==> src/core/tdh_pkg.sv <==
/*
 Constants, types and register map of the transmit and DMA descriptor handler.
 Assumes one clock domain and a plain register port with one-cycle read latency.
*/
package tdh_pkg;
    // ------------------------------------------------------------------
    // Descriptor fields
    // ------------------------------------------------------------------
    localparam int TDH_BIT_TYPE = 63;
    localparam int TDH_BIT_FIRST = 61;
    localparam int TDH_BIT_LAST = 60;
    localparam int TDH_BIT_SWITCH = 46;
    localparam int TDH_BIT_MODE = 45;
    localparam int TDH_LEN_HI = 44;
    localparam int TDH_LEN_LO = 32;
    localparam int TDH_TAG_HI = 59;
    localparam int TDH_TAG_LO = 48;
    localparam int TDH_DST_DISCARD = 62;
    localparam int TDH_DST_LEN_HI = 39;
    localparam int TDH_DST_LEN_LO = 32;
    localparam logic [4:0] TDH_MAX_BUFS = 5'h10;
    localparam logic [13:0] TDH_DMA_ZERO_LEN = 14'h2000;
    localparam logic [13:0] TDH_DST_MIN_LEN = 14'h0040;
    // ------------------------------------------------------------------
    // Indication fields
    // ------------------------------------------------------------------
    localparam int TDH_IND_SINGLE = 61;
    localparam int TDH_IND_PERR_HI = 50;
    localparam int TDH_IND_PERR_LO = 48;
    localparam int TDH_IND_ABORT = 47;
    localparam int TDH_IND_UNDERRUN = 46;
    localparam int TDH_IND_PARITY = 45;
    localparam int TDH_IND_TAG_HI = 11;
    // ------------------------------------------------------------------
    // Port error codes
    // ------------------------------------------------------------------
    localparam logic [2:0] TDH_PERR_NONE = 3'h0;
    localparam logic [2:0] TDH_PERR_FIFO_ABORT = 3'h1;
    localparam logic [2:0] TDH_PERR_FIFO_PARITY = 3'h2;
    localparam logic [2:0] TDH_PERR_IM_LOCAL_ABORT = 3'h4;
    localparam logic [2:0] TDH_PERR_IM_ABORT = 3'h5;
    localparam logic [2:0] TDH_PERR_IM_PARITY = 3'h6;
    localparam logic [2:0] TDH_PERR_IM_LOCAL_PARITY = 3'h7;
    localparam logic [2:0] TDH_PERR_DST_ABORT = 3'h4;
    localparam logic [2:0] TDH_PERR_DST_PARITY = 3'h7;
    // ------------------------------------------------------------------
    // Registers
    // ------------------------------------------------------------------
    localparam logic [3:0] TDH_REG_CTRL = 4'h0;
    localparam logic [3:0] TDH_REG_STATUS = 4'h4;
    localparam logic [3:0] TDH_REG_FRAMES = 4'h8;
    localparam logic [3:0] TDH_REG_LAST_IND = 4'hc;
    localparam int TDH_CTRL_ENABLE = 0;
    localparam logic TDH_CTRL_ENABLE_RESET = 1'b0;
    localparam int TDH_PEND_DEPTH = 4;
    localparam logic [2:0] TDH_PEND_FULL = 3'h4;

    typedef enum logic [1:0] {
        TDH_IDLE = 2'b00,
        TDH_FETCH = 2'b01,
        TDH_IND = 2'b10
    } tdh_state_t;

    typedef struct packed {
        logic [31:0] addr;
        logic [13:0] len;
        logic port;
        logic [2:0] fifo_sel;
        logic cmd_fifo;
    } tdh_fetch_t;

    typedef struct packed {
        logic underrun;
        logic parity;
        logic ext_abort;
        logic [2:0] dst_perr;
    } tdh_done_t;

    typedef struct packed {
        logic [31:0] addr;
        logic single;
        logic mode;
        logic dma;
        logic [2:0] perr;
        logic [11:0] tag;
    } tdh_pend_t;
endpackage

==> src/core/tdh_core.sv <==
/*
 Transmit and DMA descriptor handler: decodes descriptors, requests buffer
 gathers into the data FIFOs, queues finished frames and writes their
 completion indications back; also checks destination buffer descriptors.
 Assumes a fetcher that answers each request with one fetch_done pulse, a
 transmit/drain side that reports frames in order, and a memory writer for
 indications that acknowledges with ind_ack.
*/
// Notes on behaviour
// - Frames span up to sixteen buffers.
// - Decode flags, switch, mode, length, address.
// - Command path: single buffer into command FIFO.
// - Data FIFO chosen by source ring.
// - Leading header bytes pass through untouched.
// - Switch bit toggles port for remaining buffers.
// - Mode bit honoured in first descriptor only.
// - Single mode: one frame; normal mode prefetches.
// - Completion indication with single-buffer flag.
// - Transmit indication carries port error code.
// - Underrun sets underrun and abort, continues.
// - Parity abort sets parity error flag.
// - External abort: abort only, others zero.
// - DMA zero length means 8 Kbytes.
// - Last descriptor tag goes to destination.
// - DMA source indication with error flag.
// - DMA source port error codes.
// - Destination length field must be one-hot.
// - Discard flag aborts rest of DMA frame.
`timescale 1ns/1ps
module tdh_core
    import tdh_pkg::*;
(
    // Clock and reset
    input wire logic core_clk,
    input wire logic reset_n,
    // Register port
    input wire logic [3:0] reg_addr,
    input wire logic [31:0] reg_wdata,
    input wire logic reg_wr,
    input wire logic reg_rd,
    output logic [31:0] reg_rdata,
    // Descriptor input
    input wire logic desc_valid,
    output logic desc_ready,
    input wire logic [63:0] desc_word,
    input wire logic [2:0] desc_ring,
    input wire logic [31:0] desc_entry_addr,
    input wire logic desc_via_cmd,
    input wire logic desc_is_dma,
    input wire logic desc_home_port,
    input wire logic fifo_space_ok,
    // Buffer gather request
    output logic fetch_req,
    output tdh_fetch_t fetch_transfer_tag,
    input wire logic fetch_done,
    input wire logic [2:0] fetch_err,
    // Frame completion from transmit or drain side
    input wire logic done_valid,
    input wire tdh_done_t done_status,
    output logic [11:0] dma_tag,
    // Destination descriptor check
    input wire logic dst_valid,
    input wire logic [63:0] dst_word,
    output logic [13:0] dst_len_bytes,
    output logic dst_len_bad,
    output logic dma_discard,
    // Indication write-back
    output logic ind_valid,
    output logic [31:0] ind_addr,
    output logic [63:0] ind_word,
    input wire logic ind_ack
);

    // ------------------------------------------------------------------
    // State
    // ------------------------------------------------------------------
    typedef struct packed {
        tdh_state_t st;
        logic enable;
        logic [4:0] buf_cnt;
        logic cur_port;
        logic cur_last;
        logic frame_single;
        logic frame_mode;
        logic frame_dma;
        logic [2:0] frame_err;
        logic [11:0] frame_tag;
        logic [31:0] frame_addr;
        tdh_fetch_t fetch;
        tdh_pend_t [TDH_PEND_DEPTH-1:0] pend;
        logic [1:0] wr_ptr;
        logic [1:0] rd_ptr;
        logic [2:0] pend_cnt;
        logic done_hold;
        tdh_done_t done;
        logic discard_seen;
        logic [31:0] ind_addr;
        logic [63:0] ind_word;
        logic [15:0] frames;
        logic [31:0] last_ind;
        logic [31:0] rdata;
        logic [13:0] dst_len;
        logic dst_bad;
        logic discard;
    } tdh_core_state_t;

    tdh_core_state_t s_q;
    tdh_core_state_t s_d;

    function automatic logic perr_is_parity(input logic [2:0] code);
        perr_is_parity = (code == TDH_PERR_FIFO_PARITY) || (code == TDH_PERR_IM_PARITY)
            || (code == TDH_PERR_IM_LOCAL_PARITY);
    endfunction

    // ------------------------------------------------------------------
    // Descriptor decode
    // ------------------------------------------------------------------
    logic new_frame;
    logic d_first;
    logic d_last;
    logic d_mode;
    logic [12:0] d_len_raw;
    logic [13:0] d_len;
    logic d_port;
    logic blocked;
    tdh_pend_t head;
    logic [7:0] dst_field;

    always_comb
    begin
        head = s_q.pend[s_q.rd_ptr];
        new_frame = (s_q.buf_cnt == 5'h00);
        // The command path can only carry a one-buffer frame, so force both flags.
        d_first = desc_word[TDH_BIT_FIRST] || desc_via_cmd;
        d_last = desc_word[TDH_BIT_LAST] || desc_via_cmd
            || (s_q.buf_cnt == TDH_MAX_BUFS - 5'h01);
        d_mode = desc_word[TDH_BIT_MODE];
        d_len_raw = desc_word[TDH_LEN_HI:TDH_LEN_LO];
        // Transmit lengths are never zero; a zero DMA length is a full 8K buffer.
        d_len = (desc_is_dma && d_len_raw == 13'h0000) ? TDH_DMA_ZERO_LEN
            : {1'b0, d_len_raw};
        d_port = (new_frame ? desc_home_port : s_q.cur_port)
            ^ desc_word[TDH_BIT_SWITCH];
        blocked = 1'b0;
        if (new_frame)
        begin
            if (s_q.pend_cnt == TDH_PEND_FULL)
            begin
                blocked = 1'b1;
            end
            else if (s_q.pend_cnt != 3'h0 && (d_mode || head.mode))
            begin
                blocked = 1'b1;
            end
            else if (!d_mode && !fifo_space_ok)
            begin
                blocked = 1'b1;
            end
        end
        dst_field = dst_word[TDH_DST_LEN_HI:TDH_DST_LEN_LO];
    end

    assign desc_ready = (s_q.st == TDH_IDLE) && s_q.enable && !s_q.done_hold && !blocked;
    assign fetch_req = (s_q.st == TDH_FETCH);
    assign ind_valid = (s_q.st == TDH_IND);

    // ------------------------------------------------------------------
    // Next state
    // ------------------------------------------------------------------
    logic t_un;
    logic t_pe;
    logic t_ab;
    logic [2:0] t_per;
    logic [63:0] t_word;

    always_comb
    begin
        s_d = s_q;
        s_d.discard = 1'b0;
        t_un = 1'b0;
        t_pe = 1'b0;
        t_ab = 1'b0;
        t_per = TDH_PERR_NONE;
        t_word = 64'h0;

        if (reg_wr && reg_addr == TDH_REG_CTRL)
        begin
            s_d.enable = reg_wdata[TDH_CTRL_ENABLE];
        end

        s_d.rdata = 32'h0;
        if (reg_rd)
        begin
            case (reg_addr)
                TDH_REG_CTRL: s_d.rdata = {31'h0, s_q.enable};
                TDH_REG_STATUS: s_d.rdata = {20'h0, s_q.done_hold, s_q.cur_port,
                    s_q.buf_cnt, s_q.pend_cnt, s_q.st};
                TDH_REG_FRAMES: s_d.rdata = {16'h0, s_q.frames};
                TDH_REG_LAST_IND: s_d.rdata = s_q.last_ind;
                default: s_d.rdata = 32'h0;
            endcase
        end

        // Destination descriptor check and discard request.
        if (dst_valid)
        begin
            s_d.dst_bad = !$onehot(dst_field);
            s_d.dst_len = 14'h0000;
            for (int i = 0; i < 8; i++)
            begin
                if (dst_field == 8'(1 << i))
                begin
                    s_d.dst_len = 14'(TDH_DST_MIN_LEN << i);
                end
            end
            if (dst_word[TDH_DST_DISCARD])
            begin
                s_d.discard = 1'b1;
                s_d.discard_seen = 1'b1;
            end
        end

        case (s_q.st)
            TDH_IDLE:
            begin
                if (s_q.done_hold && s_q.pend_cnt != 3'h0)
                begin
                    if (head.dma)
                    begin
                        if (head.perr != TDH_PERR_NONE)
                        begin
                            t_per = head.perr;
                        end
                        else if (s_q.discard_seen || s_q.done.ext_abort)
                        begin
                            t_per = TDH_PERR_DST_ABORT;
                        end
                        else
                        begin
                            t_per = s_q.done.dst_perr;
                        end
                        t_ab = (t_per != TDH_PERR_NONE);
                        t_word[TDH_IND_TAG_HI:0] = head.tag;
                    end
                    else
                    begin
                        // A named cause masks the external abort, which then reads bare.
                        t_un = s_q.done.underrun;
                        t_per = head.perr;
                        t_pe = s_q.done.parity || perr_is_parity(head.perr);
                        t_ab = t_un || t_pe || (t_per != TDH_PERR_NONE)
                            || s_q.done.ext_abort;
                    end
                    t_word[TDH_IND_SINGLE] = head.single;
                    t_word[TDH_IND_PERR_HI:TDH_IND_PERR_LO] = t_per;
                    t_word[TDH_IND_ABORT] = t_ab;
                    t_word[TDH_IND_UNDERRUN] = t_un;
                    t_word[TDH_IND_PARITY] = t_pe;
                    s_d.ind_word = t_word;
                    s_d.ind_addr = head.addr;
                    s_d.done_hold = 1'b0;
                    s_d.st = TDH_IND;
                end
                else if (desc_valid && desc_ready)
                begin
                    if (new_frame)
                    begin
                        s_d.frame_mode = d_mode;
                        s_d.frame_dma = desc_is_dma;
                        s_d.frame_err = TDH_PERR_NONE;
                        s_d.frame_single = d_last;
                    end
                    s_d.cur_port = d_port;
                    s_d.cur_last = d_last;
                    s_d.frame_tag = desc_word[TDH_TAG_HI:TDH_TAG_LO];
                    s_d.frame_addr = desc_entry_addr;
                    // Address is passed whole; the fetcher copes with any alignment.
                    s_d.fetch.addr = desc_word[31:0];
                    s_d.fetch.len = d_len;
                    s_d.fetch.port = d_port;
                    s_d.fetch.fifo_sel = desc_ring;
                    s_d.fetch.cmd_fifo = desc_via_cmd;
                    s_d.st = TDH_FETCH;
                end
            end
            TDH_FETCH:
            begin
                if (fetch_done)
                begin
                    if (fetch_err != TDH_PERR_NONE && s_q.frame_err == TDH_PERR_NONE)
                    begin
                        s_d.frame_err = fetch_err;
                    end
                    if (s_q.cur_last)
                    begin
                        s_d.pend[s_q.wr_ptr] = '{addr: s_q.frame_addr,
                            single: s_q.frame_single, mode: s_q.frame_mode,
                            dma: s_q.frame_dma, perr: s_d.frame_err,
                            tag: s_q.frame_tag};
                        s_d.wr_ptr = s_q.wr_ptr + 2'h1;
                        s_d.pend_cnt = s_q.pend_cnt + 3'h1;
                        s_d.buf_cnt = 5'h00;
                    end
                    else
                    begin
                        s_d.buf_cnt = s_q.buf_cnt + 5'h01;
                    end
                    s_d.st = TDH_IDLE;
                end
            end
            TDH_IND:
            begin
                if (ind_ack)
                begin
                    s_d.rd_ptr = s_q.rd_ptr + 2'h1;
                    s_d.pend_cnt = s_q.pend_cnt - 3'h1;
                    s_d.frames = s_q.frames + 16'h0001;
                    s_d.last_ind = s_q.ind_word[63:32];
                    // A discard arriving in the pop cycle belongs to the next frame.
                    if (head.dma && !s_d.discard)
                    begin
                        s_d.discard_seen = 1'b0;
                    end
                    s_d.st = TDH_IDLE;
                end
            end
            default:
            begin
                s_d.st = TDH_IDLE;
            end
        endcase

        // A completion arriving as the previous one is consumed must survive.
        if (done_valid)
        begin
            s_d.done_hold = 1'b1;
            s_d.done = done_status;
        end
    end

    // ------------------------------------------------------------------
    // Registers
    // ------------------------------------------------------------------
    always_ff @(posedge core_clk or negedge reset_n)
    begin
        if (!reset_n)
        begin
            s_q <= '0;
            s_q.enable <= TDH_CTRL_ENABLE_RESET;
        end
        else
        begin
            s_q <= s_d;
        end
    end

    // Header bytes travel inside the buffer data and are never looked at here.
    assign fetch_transfer_tag = s_q.fetch;
    assign reg_rdata = s_q.rdata;
    assign ind_addr = s_q.ind_addr;
    assign ind_word = s_q.ind_word;
    assign dma_tag = s_q.ind_word[TDH_IND_TAG_HI:0];
    assign dst_len_bytes = s_q.dst_len;
    assign dst_len_bad = s_q.dst_bad;
    assign dma_discard = s_q.discard;

endmodule // tdh_core

==> config.mk <==
export PLATFORM = sky130hd
export DESIGN_NAME = tdh_core
export DESIGN_NICKNAME = d
export VERILOG_FILES = /design/src/core/tdh_pkg.sv /design/src/core/tdh_core.sv
export SDC_FILE = /design/constraint.sdc
export NUM_CORES = 1
export LEC_CHECK = 0
export BUFFER_PORTS_ARGS = -buffer_cell sky130_fd_sc_hd__buf_2
export CAP_MARGIN = 5
export CORE_MARGIN = 4
export CORE_UTILIZATION = 55
export DETAILED_ROUTE_END_ITERATION = 16
export HOLD_SLACK_MARGIN = 0.1
export PLACE_DENSITY = 0.81
export SETUP_SLACK_MARGIN = 0.5
export SYNTH_ARGS = -nofsm -noshare
export SYNTH_HDL_FRONTEND = slang
export SYNTH_SLANG_ARGS = --single-unit
==> constraint.sdc <==
create_clock -name core_clk -period 3.1 [get_ports core_clk]
set_clock_uncertainty 0.15 [all_clocks]
set_input_delay 0.155 -clock core_clk [delete_from_list [all_inputs] [get_ports core_clk]]
set_output_delay 0.155 -clock core_clk [all_outputs]
set_load 0.03 [all_outputs]
* After elaboration in Yosys (flattened, before gate mapping) *
Cells that the tools add are included.

operators by class
  $add $sub $neg = 13
  order comparisons = 3
  eq/ne operators = 26
  multiplexer cells = 59
  bitwise gates (word level) = 2
  reduce and logical (&&, ||, !) cells = 51

operators with widths
  cell                                                 number
  bitwise mux 200 bit                                  1
  2-to-1 mux 98 bit                                    2
  case mux 30 bit (4 select lines)                     1
  2-to-1 mux 14 bit                                    8
  binary-select mux 50 bit (select 2 bit)              1
  demux 50 bit (select 2 bit)                          1
  2-to-1 mux 50 bit                                    2
  2-to-1 mux 3 bit                                     14
  2-to-1 mux 30 bit                                    1
  2-to-1 mux 1 bit                                     17
  adder 16 x 1 -> 16 bit, second input constant        1
  2-to-1 mux 7 bit                                     2
  logical NOT 13 bit                                   1
  logical AND 1 bit                                    12
  2-to-1 mux 12 bit                                    1
  case mux 3 bit (2 select lines)                      2
  nonzero test 3 bit                                   4
  logical OR 1 bit                                     10
  equality test 3 bit, second input constant           3
  AND reduction 3 bit                                  3
  adder 1 x 1 -> 2 bit                                 4
  equality test 4 bit, second input constant           2
  equality test 8 x 1 -> 1 bit, second input constant  1
  equality test 8 x 2 -> 1 bit, second input constant  1
  37 further kinds                                     59

storage, ports and cells
  register bits = 447
  input bits = 221
  output and inout bits = 210
  logic and storage cells = 210

* Logic depth before layout (Yosys ltp) *
  depth after elaboration = 13
  mapped depth = 11

* Worst setup path after synthesis *
No wires, ideal clock.

  path kind = input-to-reg
  start point = in dst_word[32]
  end point = reg s_q, in the netlist dst_len_bad
  setup time = 0.121 ns
  data arrival time = 2.776 ns
  required time = 2.829 ns
  slack = 0.053 ns
  stages = 11
  buffers on the path = 0
  cell sequence = inv_1 > fa_1 > fa_1 > fa_1 > inv_1 > ha_1 > inv_1 > fa_1 > a2111oi_0 > a21oi_1 > o22a_1

between the ends
  word-level cells in the longest chain between the ends = 5

RTL lines
  element                                     line             source
  start, declared                             tdh_core.sv:63   input wire logic [63:0] dst_word,
  adder 1 x 1 -> 2 bit (not written as such)  tdh_core.sv:207  s_d.dst_bad = !$onehot(dst_field);
  adder 2 x 2 -> 3 bit (not written as such)  tdh_core.sv:207
  adder 3 x 3 -> 4 bit (not written as such)  tdh_core.sv:207
  equality test 4 x 1 -> 1 bit                tdh_core.sv:207
  logical NOT 1 bit                           tdh_core.sv:207
  end, declared                               tdh_core.sv:107  tdh_core_state_t s_q;

No other way between the ends.
A chain may end at the register's enable or synchronous reset.

* Worst setup path in the final report *
  start point = reg s_q[203] (netlist bit)
  end point = reg s_q[480] (netlist bit)

between the ends
  word-level cells in the longest chain between the ends = 11

RTL lines
  element                                  line             source
  binary-select mux 50 bit (select 2 bit)  tdh_core.sv:131  head = s_q.pend[s_q.rd_ptr];
  2-to-1 mux 50 bit (not written as such)  tdh_core.sv:131
  logical OR 1 bit                         tdh_core.sv:151  else if (s_q.pend_cnt != 3'h0 && (d_mode || head.mode))
  logical AND 1 bit                        tdh_core.sv:151
  2-to-1 mux 1 bit                         tdh_core.sv:151
  2-to-1 mux 1 bit                         tdh_core.sv:147  if (s_q.pend_cnt == TDH_PEND_FULL)
  2-to-1 mux 1 bit                         tdh_core.sv:145  if (new_frame)
  logical NOT 1 bit                        tdh_core.sv:163  assign desc_ready = (s_q.st == TDH_IDLE) && s_q.enable && !s_q.done_hold && !blocked;
  logical AND 1 bit                        tdh_core.sv:163
  logical AND 1 bit                        tdh_core.sv:264  else if (desc_valid && desc_ready)
  AND reduction 3 bit (no line)            -

No other way between the ends. The select of a mux whose other input is x is not followed.

==> impl_metrics.env <==
export IMPL_regArea_sq_um=10700
export IMPL_grt_start_max_net_pins=84
export IMPL_hold_path_depth=5
export IMPL_power_clock_fraction_pct=32.6
export IMPL_dp_cells=2090
export IMPL_seq_area_frac_synth_pct=55.2
export IMPL_coreArea_sq_um=34700
export IMPL_tightest_slew_ns=0.849
export IMPL_critPathCapture="s_q[480]$_DFFE_PN0P_"
export IMPL_areaGrowthSynthToFinish_pct=21.3
export IMPL_avgRoutedWirePerCell_microns=19.9
export IMPL_clockBufferDepth=3
export IMPL_worst_ep_arrival_time_ns=3.03
export IMPL_clk_latency_ns=0.57
export IMPL_portBuffers=277
export IMPL_yosysTopAreaCell="dfrtp_1"
export IMPL_hpwl_microns=27500
export IMPL_synth_edf_count=0
export IMPL_maxSlewHeadroom_pct=43.4
export IMPL_switching_power_mw=5.88
export IMPL_htreeDepth=2
export IMPL_required_ns=3.39
export IMPL_r2r_setup_slack_ns=0.36
export IMPL_final_nets=2078
export IMPL_rsz0062_at_grt="true"
export IMPL_comb_power_share_pct=25.6
export IMPL_max_stage_delay_ns=0.55
export IMPL_first_pass_iters=5
export IMPL_yosysUniqueCellTypes=48
export IMPL_synthesis_instances=1529
export IMPL_cts_sinks=429
export IMPL_ant_nets=0
export IMPL_ys_ff_latch=429
export IMPL_synth_area_leaders="dfrtp_1, mux2_2, buf_4"
export IMPL_timing_rr_end="s_q[480]$_DFFE_PN0P_"
export IMPL_grt_usage_pct=23.7
export IMPL_multi_input_area_sq_um=7030
export IMPL_drc=0
export IMPL_die_h_microns=196
export IMPL_whs_ns=0.192
export IMPL_io_pin_count=431
export IMPL_cp_startpoint="s_q[203]$_DFFE_PN0P_"
export IMPL_finalCriticalPeriod_ns=2.74
export IMPL_cellInternalPower_mw=11.8
export IMPL_finalWirelength_microns=46400
export IMPL_postLayoutCoreUtil_pct=67.9
export IMPL_holdCritPathClass="input port to flip-flop"
export IMPL_viasPerCell=5.45
export IMPL_drtIter0Drc=602
export IMPL_fmax_mhz=365
export IMPL_p_seq_share_pct=41.8
export IMPL_sw_frac_of_total_pct=33.3
export IMPL_yosysMostFrequentCell="dfrtp_1"
export IMPL_crit_type="flip-flop to flip-flop"
export IMPL_finalSetupViolCount=0
export IMPL_dieArea_sq_um=38400
export IMPL_finalMaxSlewViolations=0
export IMPL_grt_overflow_total=0
export IMPL_clk_pin_slew_ns=0.06
export IMPL_start_util_pct=56.0
export IMPL_final_setup_worst_slack_ns=0.363
export IMPL_ir_worst_vdd_mv=0.641
export IMPL_p_per_area_nw_per_um2=749
export IMPL_leakage_nw=12.2
export IMPL_fin_crit_sh_pct=88.3
export IMPL_cts_made_buffers=45
export IMPL_drive_above_1_share_pct=40.0
export IMPL_ys_warn_count=0
export IMPL_netlist_area_sq_um=19400
export IMPL_r2r_start="s_q[203]$_DFFE_PN0P_"
export IMPL_cp_cell_sequence="mux4_2, or4b_4, a21oi_4, buf_12, buf_16, mux2_2"
export IMPL_worstPathMaxFanout=20
export IMPL_place_area_sq_um=20300
export IMPL_place_congestion=0.868
export IMPL_cp_end_kind="flip-flop"
export IMPL_crit_slowest_cell="or4b_4"
export IMPL_drv_cap=0
export IMPL_rows=68
export IMPL_antenna_found_initial=5
export IMPL_final_cell_area_sq_um=23600
export IMPL_ys_flop_type="dfrtp_1"
export IMPL_cts_tree="built"
export IMPL_p_total_mw=17.7
export IMPL_finalHoldViolCount=0
export IMPL_nFillCells=2277
export IMPL_synthTopCellsByCount="dfrtp_1, mux2_2, nand2_1"
export IMPL_status="completed"
export IMPL_tns_ns=0
export IMPL_async_flop_share_pct=100
export IMPL_place_ws_ns=-0.0744
export IMPL_die_w_microns=196
export IMPL_avgSynthCellArea_sq_um=12.7
export IMPL_clock_root_buffer="clkbuf_16"
export IMPL_grt_pass1_vias=13800
export IMPL_startpoint_type="flip-flop"
export IMPL_vias=12700
export IMPL_layout_cells_non_filler=2333
export IMPL_worstRegToRegCells=6
export IMPL_synth_top_cell_area_share_pct=55.2
export IMPL_grt_pass1_wl_microns=73200
what timing repair did:
action	CTS	global route
buffers inserted	1	6
hold endpoints to repair	560	0
pin swaps	2	3
gates resized for setup	8	6
setup endpoints to repair	111	227
hold buffers	145	0
cloned	1	3
layout make-up:
| type | count | area share [%] |
|---|---|---|
| Multi-Input combinational cell | 854 | 29.8 |
| Timing Repair Buffer | 471 | 14.8 |
| Tap cell | 455 | 2.41 |
| Sequential cell | 429 | 45.5 |
| Antenna cell | 4 | 0.0424 |
| Clock inverter | 20 | 1.14 |
| Clock buffer | 63 | 5.71 |
| Inverter | 37 | 0.589 |
per-layer routing:
layer / vias to the layer above / track usage (%) / share of wire (%)
li1: 5604 / - / -
met1: 6525 / 30.2 / 39
met2: 483 / 41.2 / 52
met3: 99 / 3.78 / 6.0
met4: 2 / 8.79 / 2.9
met5: - / 0 / 0.028
flip-flops by register name, summed over array words and instances (netlist names):
| register | cells |
|---|---|
| dma_discard | 1 |
| ind_addr | 32 |
| s_q | 297 |
| dst_len_bytes | 8 |
| ind_word | 19 |
| reg_rdata | 20 |
| dst_len_bad | 1 |
| fetch_transfer_tag | 51 |
power by group through the flow:
| stage | Clock [mW] | Combinational [mW] | Sequential, mW |
|---|---|---|---|
| floorplan | 0 | 3.57 | 7.15 |
| global placement | 0 | 4.13 | 7.35 |
| detailed placement | 0 | 4.25 | 7.42 |
| CTS | 5.83 | 4.45 | 7.34 |
| global route | 6.06 | 4.88 | 7.51 |
| finish | 5.76 | 4.53 | 7.38 |
cells by family after synthesis:
logic type	count (synthesis)	share of synthesized area [%]
AOI/OAI and AO/OA	76	2.52
and+or+nand+nor	341	7.57
buffers and inverters	308	10.1
xor gates and xnor gates	21	0.946
other	1	0.0193
adders and majority gates	19	1.42
DFF	429	55.2
muxes	334	22.2
worst min path at each step:
| stage | slack, ns | to | from |
|---|---|---|---|
| detailed placement | 0.05 | reg_rdata[8]$_DFF_PN0_ | reset_n |
| global placement | 0.04 | reg_rdata[7]$_DFF_PN0_ | reset_n |
| floorplan | -0.29 | dma_discard$_DFF_PN0_ | reset_n |
| finish | 0.19 | reg_rdata[4]$_DFF_PN0_ | reg_addr[1] |
| global route | 0.20 | fetch_transfer_tag[27]$_DFFE_PN0P_ | desc_word[8] |
| CTS | 0.14 | reg_rdata[4]$_DFF_PN0_ | reg_addr[1] |
worst max-delay path: cells and delay by family, from the launching register on:
kind / cells / cell delay (ns)
mux: 2 / 0.87
simple gates: 1 / 0.55
flops: 1 / 0.41
buf+inv: 2 / 0.39
compound gates: 1 / 0.21
layout by cell type (no fill, tap or decap), types with 11 or more instances in the layout:
master / Yosys / routed
xnor2_1: 16 / 16
mux2_2: 276 / 275
clkbuf_16: 0 / 50
and3_1: 14 / 12
buf_4: 206 / 31
a22oi_1: 12 / 12
nand3_1: 26 / 25
dfrtp_1: 429 / 427
inv_1: 37 / 37
nor2_1: 35 / 35
mux4_2: 50 / 50
clkbuf_8: 0 / 11
ha_1: 14 / 13
o21ai_0: 27 / 27
dlygate4sd3_1: 0 / 145
nand2_1: 227 / 223
conb_1: 1 / 63
buf_2: 10 / 275
Note: power is estimated with default switching activity, not from simulation.
